## config.mk

```make
export PLATFORM = sky130hd
export DESIGN_NAME = adc_config_register_bank
export DESIGN_NICKNAME = d
export VERILOG_FILES = /design/src/shared/adc_regs_pkg.sv /design/src/design/adc_config_register_bank.sv
export VERILOG_INCLUDE_DIRS = /design/src /design/src/shared
export SDC_FILE = /design/constraint.sdc
export NUM_CORES = 1
export LEC_CHECK = 0
export ABC_CLOCK_PERIOD_IN_PS = 3680
export BUFFER_PORTS_ARGS = -buffer_cell sky130_fd_sc_hd__buf_2
export CORE_UTILIZATION = 50
export DETAILED_ROUTE_END_ITERATION = 8
export PLACE_DENSITY = 0.76
export SYNTH_ARGS = -nofsm -noshare
export SYNTH_HDL_FRONTEND = slang
export SYNTH_SLANG_ARGS = --single-unit
```

## constraint.sdc

```tcl
create_clock -name REF_CLK -period 3.68 [get_ports REF_CLK]
set_clock_uncertainty 0.05 [all_clocks]
set_input_delay 0.736 -clock REF_CLK [delete_from_list [all_inputs] [get_ports REF_CLK]]
set_output_delay 0.736 -clock REF_CLK [all_outputs]
set_load 0.03 [all_outputs]
```

## src/shared/adc_regs_map.svh

```systemverilog
// register offsets, field positions, reset values and command codes of the config bank
`ifndef ADC_REGS_MAP_SVH
`define ADC_REGS_MAP_SVH

// ***********************************
// register offsets
// ***********************************
`define REG_STATUS 4'h0
`define REG_MUX 4'h1
`define REG_ADC_CONTROL 4'h2
`define REG_DATA_RATE_SELECT 4'h3
`define REG_GPIO 4'h4
`define REG_OFFSET_CAL_BYTE0 4'h5
`define REG_OFFSET_CAL_BYTE1 4'h6
`define REG_OFFSET_CAL_BYTE2 4'h7
`define REG_GAIN_CAL_BYTE0 4'h8
`define REG_GAIN_CAL_BYTE1 4'h9
`define REG_GAIN_CAL_BYTE2 4'hA

// ***********************************
// field positions
// ***********************************
`define ST_ORDER 3
`define ST_AUTO_CAL_ENABLE 2
`define ST_INPUT_BUFFER_ENABLE 1
`define AD_CLK_HI 6
`define AD_CLK_LO 5
`define AD_SDCS_HI 4
`define AD_SDCS_LO 3
`define AD_GAIN_HI 2

// ***********************************
// reset values
// ***********************************
`define RST_STATUS_LOW 3'h0
`define RST_MUX 8'h01
`define RST_ADC_CONTROL 8'h20
`define RST_DATA_RATE_SELECT 8'hF0
`define RST_GPIO 8'hE0
`define RST_CAL 8'h00

// ***********************************
// command codes
// ***********************************
`define CMD_WRITE_HI 4'h5
`define CMD_READ_HI 4'h1
`define CMD_RESET 8'hFE

`endif

```

## src/shared/adc_regs_pkg.sv

```systemverilog
// types shared by the config register bank
package adc_regs_pkg;

   typedef enum logic [1:0] {PS_IDLE, PS_COUNT, PS_WRITE, PS_READ} parse_e;

   typedef struct packed {
      logic [2:0] pos_channel;
      logic pos_common;
      logic [2:0] neg_channel;
      logic neg_common;
      logic buffer_en;
      logic bit_order_lsb;
      logic auto_cal_enable;
      logic [1:0] clk_rate;
      logic [1:0] sensor_current;
      logic [2:0] gain_select;
      logic [6:0] gain_value;
      logic [7:0] rate_code;
      logic [23:0] offset_cal;
      logic [23:0] gain_cal;
   } cfg_s;

endpackage : adc_regs_pkg

```

## src/design/adc_config_register_bank.sv

```systemverilog
// configuration and status register bank with register read and write command parser
`timescale 1ns/100ps
`include "adc_regs_map.svh"

module adc_config_register_bank #(
   parameter logic [3:0] ID_CODE = 4'h3 // arbitrary value
) (
   input wire logic REF_CLK,
   input wire logic RST_B,
   input wire logic RX_VALID,
   input wire logic [7:0] RX_BYTE,
   input wire logic FRAME_END,
   input wire logic TX_REQ,
   input wire logic SOFT_RST,
   input wire logic CONV_READY_N,
   input wire logic [3:0] GPIO_I,
   output logic TX_VALID,
   output logic [7:0] TX_BYTE,
   output adc_regs_pkg::cfg_s CFG,
   output logic CAL_START,
   output logic [3:0] GPIO_O,
   output logic [3:0] GPIO_OE
);
   import adc_regs_pkg::*;

   // ***********************************
   // state
   // ***********************************
   parse_e state_r;
   logic is_write_r;
   logic [3:0] addr_r;
   logic [3:0] cnt_r;
   logic changed_r;
   logic boot_r;
   logic [2:0] status_r;
   logic [7:0] mux_r;
   logic [1:0] clk_rate_r;
   logic [4:0] adc_control_low_r;
   logic [7:0] data_rate_select_r;
   logic [3:0] dir_r;
   logic [3:0] dout_r;
   logic [7:0] cal_r [6];
   logic [3:0] gpio_meta_r;
   logic [3:0] gpio_sync_r;
   logic [7:0] tx_byte_r;
   logic tx_valid_r;
   logic cal_start_r;
   logic [6:0] gain_value_r;

   logic soft_rst;
   logic wr;
   logic last_wr;
   logic rd;
   logic [7:0] wd;
   logic [7:0] rdata;
   logic [7:0] rdata_rev;
   logic change_hit;

   // ***********************************
   // command parser
   // ***********************************
   // reset byte only counts in idle, inside a write it is plain data
   assign soft_rst = SOFT_RST | (state_r == PS_IDLE && RX_VALID && RX_BYTE == `CMD_RESET);
   assign wr = state_r == PS_WRITE && RX_VALID;
   assign last_wr = wr && cnt_r == 4'h0;
   assign rd = state_r == PS_READ && TX_REQ;
   assign wd = RX_BYTE;

   always_ff @(posedge REF_CLK or negedge RST_B) begin
      if (!RST_B) begin
         state_r <= PS_IDLE;
         is_write_r <= 1'b0;
         addr_r <= 4'h0;
         cnt_r <= 4'h0;
      end else if (FRAME_END || soft_rst) begin
         state_r <= PS_IDLE;
      end else begin
         unique case (state_r)
            PS_IDLE: begin
               if (RX_VALID && (RX_BYTE[7:4] == `CMD_WRITE_HI || RX_BYTE[7:4] == `CMD_READ_HI)) begin
                  state_r <= PS_COUNT;
                  is_write_r <= RX_BYTE[7:4] == `CMD_WRITE_HI;
                  addr_r <= RX_BYTE[3:0];
               end
            end
            PS_COUNT: begin
               // high nibble of the count byte is ignored
               if (RX_VALID) begin
                  cnt_r <= RX_BYTE[3:0];
                  state_r <= is_write_r ? PS_WRITE : PS_READ;
               end
            end
            PS_WRITE, PS_READ: begin
               // 4-bit address wraps, holes read zero
               if (wr || rd) begin
                  addr_r <= addr_r + 4'h1;
                  cnt_r <= cnt_r - 4'h1;
                  if (cnt_r == 4'h0) begin
                     state_r <= PS_IDLE;
                  end
               end
            end
         endcase
      end
   end

   // ***********************************
   // registers
   // ***********************************
   // id nibble and ready mirror have no storage, so writes to them drop
   always_ff @(posedge REF_CLK or negedge RST_B) begin
      if (!RST_B) begin
         status_r <= `RST_STATUS_LOW;
      end else if (soft_rst) begin
         status_r <= `RST_STATUS_LOW;
      end else if (wr && addr_r == `REG_STATUS) begin
         status_r <= wd[`ST_ORDER:`ST_INPUT_BUFFER_ENABLE];
      end
   end

   // select codes kept raw, common input decode left to the mux
   always_ff @(posedge REF_CLK or negedge RST_B) begin
      if (!RST_B) begin
         mux_r <= `RST_MUX;
      end else if (soft_rst) begin
         mux_r <= `RST_MUX;
      end else if (wr && addr_r == `REG_MUX) begin
         mux_r <= wd;
      end
   end

   // bit 7 reads zero, rate field lives in its own block
   always_ff @(posedge REF_CLK or negedge RST_B) begin
      if (!RST_B) begin
         adc_control_low_r <= 5'(`RST_ADC_CONTROL);
      end else if (soft_rst) begin
         adc_control_low_r <= 5'(`RST_ADC_CONTROL);
      end else if (wr && addr_r == `REG_ADC_CONTROL) begin
         adc_control_low_r <= wd[`AD_SDCS_HI:0];
      end
   end

   // any code is stored, invalid rates are left to the host
   always_ff @(posedge REF_CLK or negedge RST_B) begin
      if (!RST_B) begin
         data_rate_select_r <= `RST_DATA_RATE_SELECT;
      end else if (soft_rst) begin
         data_rate_select_r <= `RST_DATA_RATE_SELECT;
      end else if (wr && addr_r == `REG_DATA_RATE_SELECT) begin
         data_rate_select_r <= wd;
      end
   end

   // survives command and pattern resets
   always_ff @(posedge REF_CLK or negedge RST_B) begin
      if (!RST_B) begin
         clk_rate_r <= 2'(`RST_ADC_CONTROL >> `AD_CLK_LO);
      end else if (wr && addr_r == `REG_ADC_CONTROL && !soft_rst) begin
         clk_rate_r <= wd[`AD_CLK_HI:`AD_CLK_LO];
      end
   end

   genvar gi;
   generate
      for (gi = 0; gi < 6; gi++) begin : g_cal
         always_ff @(posedge REF_CLK or negedge RST_B) begin
            if (!RST_B) begin
               cal_r[gi] <= `RST_CAL;
            end else if (soft_rst) begin
               cal_r[gi] <= `RST_CAL;
            end else if (wr && addr_r == 4'(gi + 5)) begin
               cal_r[gi] <= wd;
            end
         end
      end
      // output bit frozen while clock-out owns pin 0
      for (gi = 0; gi < 4; gi++) begin : g_gpio
         always_ff @(posedge REF_CLK or negedge RST_B) begin
            if (!RST_B) begin
               dir_r[gi] <= 1'(`RST_GPIO >> (gi + 4));
               dout_r[gi] <= 1'(`RST_GPIO >> gi);
            end else if (soft_rst) begin
               dir_r[gi] <= 1'(`RST_GPIO >> (gi + 4));
               dout_r[gi] <= 1'(`RST_GPIO >> gi);
            end else if (wr && addr_r == `REG_GPIO) begin
               dir_r[gi] <= wd[gi + 4];
               if (!wd[gi + 4] && !(gi == 0 && clk_rate_r != 2'h0)) begin
                  dout_r[gi] <= wd[gi];
               end
            end
         end
      end
   endgenerate

   // ***********************************
   // pin inputs and outputs
   // ***********************************
   always_ff @(posedge REF_CLK or negedge RST_B) begin
      if (!RST_B) begin
         gpio_meta_r <= 4'h0;
         gpio_sync_r <= 4'h0;
         GPIO_O <= 4'h0;
         GPIO_OE <= 4'h0;
      end else begin
         // pins are asynchronous, two flops before any use
         gpio_meta_r <= GPIO_I;
         gpio_sync_r <= gpio_meta_r;
         GPIO_O <= dout_r;
         GPIO_OE <= ~dir_r;
      end
   end

   // ***********************************
   // read path
   // ***********************************
   always_comb begin
      rdata = 8'h00;
      unique case (addr_r)
         `REG_STATUS: rdata = {ID_CODE, status_r, CONV_READY_N};
         `REG_MUX: rdata = mux_r;
         `REG_ADC_CONTROL: rdata = {1'b0, clk_rate_r, adc_control_low_r};
         `REG_DATA_RATE_SELECT: rdata = data_rate_select_r;
         `REG_GPIO: rdata = {dir_r, gpio_sync_r};
         `REG_OFFSET_CAL_BYTE0, `REG_OFFSET_CAL_BYTE1, `REG_OFFSET_CAL_BYTE2, `REG_GAIN_CAL_BYTE0, `REG_GAIN_CAL_BYTE1, `REG_GAIN_CAL_BYTE2: begin
            rdata = cal_r[3'(addr_r - `REG_OFFSET_CAL_BYTE0)];
         end
         // 0Bh to 0Fh are holes
         default: rdata = 8'h00;
      endcase
   end

   // ***********************************
   // bit order
   // ***********************************
   // only bits inside the byte turn, byte order stays lowest address first
   generate
      for (gi = 0; gi < 8; gi++) begin : g_rev
         assign rdata_rev[gi] = rdata[7 - gi];
      end
   endgenerate

   always_ff @(posedge REF_CLK or negedge RST_B) begin
      if (!RST_B) begin
         tx_byte_r <= 8'h00;
         tx_valid_r <= 1'b0;
      end else begin
         // a read cut by frame end or soft reset yields no byte
         tx_valid_r <= rd && !FRAME_END && !soft_rst;
         if (rd) begin
            tx_byte_r <= status_r[2] ? rdata_rev : rdata;
         end
      end
   end

   // ***********************************
   // auto calibration
   // ***********************************
   // compare against the live value so rewriting the same setting starts nothing
   assign change_hit = wr && ((addr_r == `REG_STATUS && wd[`ST_INPUT_BUFFER_ENABLE] != status_r[0])
      || (addr_r == `REG_ADC_CONTROL && wd[`AD_GAIN_HI:0] != adc_control_low_r[2:0])
      || (addr_r == `REG_DATA_RATE_SELECT && wd != data_rate_select_r));

   always_ff @(posedge REF_CLK or negedge RST_B) begin
      if (!RST_B) begin
         changed_r <= 1'b0;
         boot_r <= 1'b1;
         cal_start_r <= 1'b0;
      end else begin
         // boot and every reset calibrate whatever the enable says
         boot_r <= 1'b0;
         // change flag cleared per command, a cut command starts nothing
         if (state_r == PS_COUNT || soft_rst) begin
            changed_r <= 1'b0;
         end else if (change_hit) begin
            changed_r <= 1'b1;
         end
         // auto_cal_enable itself may be written by the same command, the value it holds when the last byte arrives is used
         cal_start_r <= boot_r || soft_rst
            || (last_wr && status_r[1] && (changed_r || change_hit));
      end
   end

   // ***********************************
   // outputs
   // ***********************************
   always_ff @(posedge REF_CLK or negedge RST_B) begin
      if (!RST_B) begin
         gain_value_r <= 7'h01;
      end else begin
         // top code saturates, the amplifier has no higher step
         unique case (adc_control_low_r[2:0])
            3'h0: gain_value_r <= 7'h01;
            3'h1: gain_value_r <= 7'h02;
            3'h2: gain_value_r <= 7'h04;
            3'h3: gain_value_r <= 7'h08;
            3'h4: gain_value_r <= 7'h10;
            3'h5: gain_value_r <= 7'h20;
            3'h6: gain_value_r <= 7'h40;
            3'h7: gain_value_r <= 7'h40;
         endcase
      end
   end

   assign TX_VALID = tx_valid_r;
   assign TX_BYTE = tx_byte_r;
   assign CAL_START = cal_start_r;
   // one driver for the whole struct, every field straight from a flop
   always_comb begin
      CFG.pos_channel = mux_r[6:4];
      CFG.pos_common = mux_r[7];
      CFG.neg_channel = mux_r[2:0];
      CFG.neg_common = mux_r[3];
      CFG.buffer_en = status_r[0];
      CFG.bit_order_lsb = status_r[2];
      CFG.auto_cal_enable = status_r[1];
      CFG.clk_rate = clk_rate_r;
      CFG.sensor_current = adc_control_low_r[4:3];
      CFG.gain_select = adc_control_low_r[2:0];
      CFG.gain_value = gain_value_r;
      CFG.rate_code = data_rate_select_r;
      // cal words keep the lowest address in the low byte
      CFG.offset_cal = {cal_r[2], cal_r[1], cal_r[0]};
      CFG.gain_cal = {cal_r[5], cal_r[4], cal_r[3]};
   end

endmodule : adc_config_register_bank

```

==> out/metrics.yaml <==
logic_synthesis:
  synth_top_family_by_area: "simple AND/OR/NAND/NOR gates"
  seq_area_frac_synth_pct: 51.8
  muxShareOfSynthArea_pct: 13.8
  synth_area_um2: 6210
  synth_nets: 617
  synth_xor_area_share_pct: 1.55
  syn_avg_cell_area_um2: 10.5
  yosys.area.top_type_share_pct: 47.2
  synth_edf_count: 0
  yosysUniqueCellTypes: 61
  ys_async_sr_fraction_pct: 100
  synth_fa_ha_area_share_pct: 1.21
  ys_ff_latch: 128
  yosysWarningCount: 0
  synth_compound_area_share_pct: 10.7
  synth_cells: 592
  synth_simple_gate_area_share_pct: 16.8
  yosys.area.top_type: "dfrtp_1"
  synthFlopType: "dfrtp_1"
  synth.area.top_cells: "dfrtp_1 47%, mux2i_1 10%, nor2_1 4.7%"
floorplan:
  io_pins: 118
  coreArea_um2: 12100
  dieWidth_um: 113
  start_util_pct: 51.5
  die_area_um2: 12900
  fp.dieH_um: 113
  rows: 40
min_path:
  hold_start: "gpio_meta_r[3]"
  hold_path_class: "reg -> reg"
timing:
  final.min_clock_period_ps: 2710
  slew_viol_final: 0
  holdWs_ps: 301
  rsz0062_at_grt: "false"
  setup_violations: 0
  tightest_slew_ps: 827
  fin_setup_tns_ps: 0
  relSlewSlack_pct: 44.9
  fmax_ghz: 0.369
  hold_viol: 0
  fin_crit_sh_pct: 73.6
global_route:
  antenna_found_initial: 0
  grt_pass1_vias: 5158
  grt_pass1_wl_um: 28400
  grt_usage_pct: 30.1
  grt_overflow: 0
  grt_max_degree: 129
drt:
  drtAntennaViolNets: 0
  avgRoutedWirePerCell_um: 20.5
  drcViolationCount: 0
  dr_total_vias: 5203
  via_per_inst: 5.95
  drt_iter0_drc: 455
  wl_um: 17900
  firstDrtPassIters: 8
power_and_ir_drop:
  netSwitchingFraction_pct: 25.7
  seqPwrFrac_pct: 40.7
  power.share.combinational_pct: 11.6
  ir_drop_mv: 0.279
  powerDensity_nw_per_um2: 483
  p_sw_mw: 0.927
  clockPowerShare_pct: 47.6
  p_int_mw: 2.69
  p_leak_nw: 3.94
setup_path:
  cp_cell_sequence: "and3b_1, nand2_1, nor4_1, mux2i_1, nor2_1"
  critical_path_class: "reg -> reg"
  worstPathMaxFanout: 28
  cp-startpoint: "state_r[1]"
  crit_slowest_cell: "dfrtp_1"
  required_ps: 3920
  cp_top_family: "simple AND/OR/NAND/NOR gates"
  critPathArrivalTime_ps: 2950
  endpoint_kind: "register"
  cp_num_buf_inv: 0
  cp-start-kind: "register"
  cpPeakStageDelay_ps: 880
  rr_startpoint: "state_r[1]"
place:
  routabilityCongestion: 0.870
  dp_hpwl_um: 11900
  placement.io_buffers: 117
final_layout:
  antenna_cells: 0
  nNetsFinal: 718
  drive_above_1_share_pct: 26.9
  area_growth_pct: 20.6
  n_fill_cell: 967
clocking:
  cts_tree: "yes"
  clock_sinks: 128
  cts.clk_slew.worst_paths_ps: 60
  cts_resized: 0
  post_cts_buffers: 0
  cts.path.max_buffers: 2
  cts_root_buffer: "clkbuf_16"
  clk_latency_ps: 420
  cts.htree.levels: 4
  cts_hold_buf: 0
  numCtsBuffers: 17
outcome:
  status: "finished, final reports clean"
run:
  drv_cap: 0
==> placed cells by master, fill, tap and decap left out, drive strengths merged, types with 5 or more instances in the layout <==
cell type  instances
a21oi             29
a22oi              9
buf              123
clkbuf            21
clkinv             5
dfrtp            117
dfstp             11
ha                 6
inv               14
mux2               5
mux2i             62
mux4               8
nand2             61
nand2b             8
nand3             27
nor2              78
nor3               9
nor3b              8
o211a              6
o21ai             22
xnor2              9
==> path summary, 6_finish.rpt <==
path | slack, ps | depth (start not counted) | endpoint
max in group asynchronous | 2680 | 2 | CFG[44]
setup reg to reg | 970 | 5 | dout_r[0]
hold reg to reg | 300 | 0 | gpio_sync_r[3]
setup / recovery | 970 | 5 | dout_r[0]
min in group asynchronous | 320 | 2 | GPIO_OE[2]
hold / removal | 300 | 0 | gpio_sync_r[3]
==> metrics by stage <==
step           util (%)  setup slack (ps)  instances  total power, mW  area [µm²]
4_1_cts            62.1              1050        874             3.63        7490
2_1_floorplan         -              1110        592             1.77        6210
5_1_grt            62.1               869        874             3.74        7490
6_report           62.1               973        874             3.61        7490
3_3_place_gp       57.0              1110        842             1.90        6880
3_5_place_dp       57.0              1020        842             1.91        6880
==> cell type report <==
class / count / area [µm²] / share of cell area (%)
clock inverter: 11 / 138 / 1.84
sequential: 128 / 3220 / 43.0
inverter: 14 / 52.6 / 0.702
clock buffer: 21 / 470 / 6.28
timing repair buffer: 123 / 646 / 8.62
multi-input combinational: 409 / 2750 / 36.8
tap: 168 / 210 / 2.81
==> flip-flops by register name, summed over array words and instances, names as in the netlist, 5 cells and up <==
| name | count |
|---|---|
| mux_r | 8 |
| adc_control_low_r | 5 |
| data_rate_select_r | 8 |
| gain_value_r | 7 |
| CFG | 48 |
| TX_BYTE | 8 |
==> layer usage <==
metal  global-route usage [%]  up-vias  wire [µm]  share of wire (%)
met5                        0        -          0                  0
met4                     16.0        0        704                3.9
met3                     8.02       61       1540                8.6
met2                     47.3      288       8600                 48
met1                     38.3     2568       7050                 39
li1                         -     2286          -                  -
==> cell families after synthesis <==
group,count (synthesis)
other cells,1
xor+xnor,11
mux,75
fa+ha+maj,6
buf+inv,55
flops,128
simple gates,218
compound gates,98
==> synthesized netlist by cell type, types with 8 or more instances <==
cell type / count
nor2_1: 78
nand2_1: 61
dfstp_2: 11
clkbuf_1: 18
mux4_2: 8
mux2i_1: 62
a21oi_1: 27
nand3_1: 27
xnor2_1: 9
dfrtp_1: 117
buf_2: 16
nor3_1: 9
a22oi_1: 9
o21ai_0: 21
inv_1: 14
==> power groups by stage <==
stage                     Combinational [mW]  Sequential [mW]  Clock [mW]
final                                  0.421             1.47        1.72
after global routing                   0.459             1.48        1.80
after CTS                              0.416             1.47        1.74
after detailed placement               0.414             1.50           0
after global placement                 0.402             1.49           0
after floorplan                        0.294             1.47           0
Note: power is estimated with default switching activity, not from simulation.
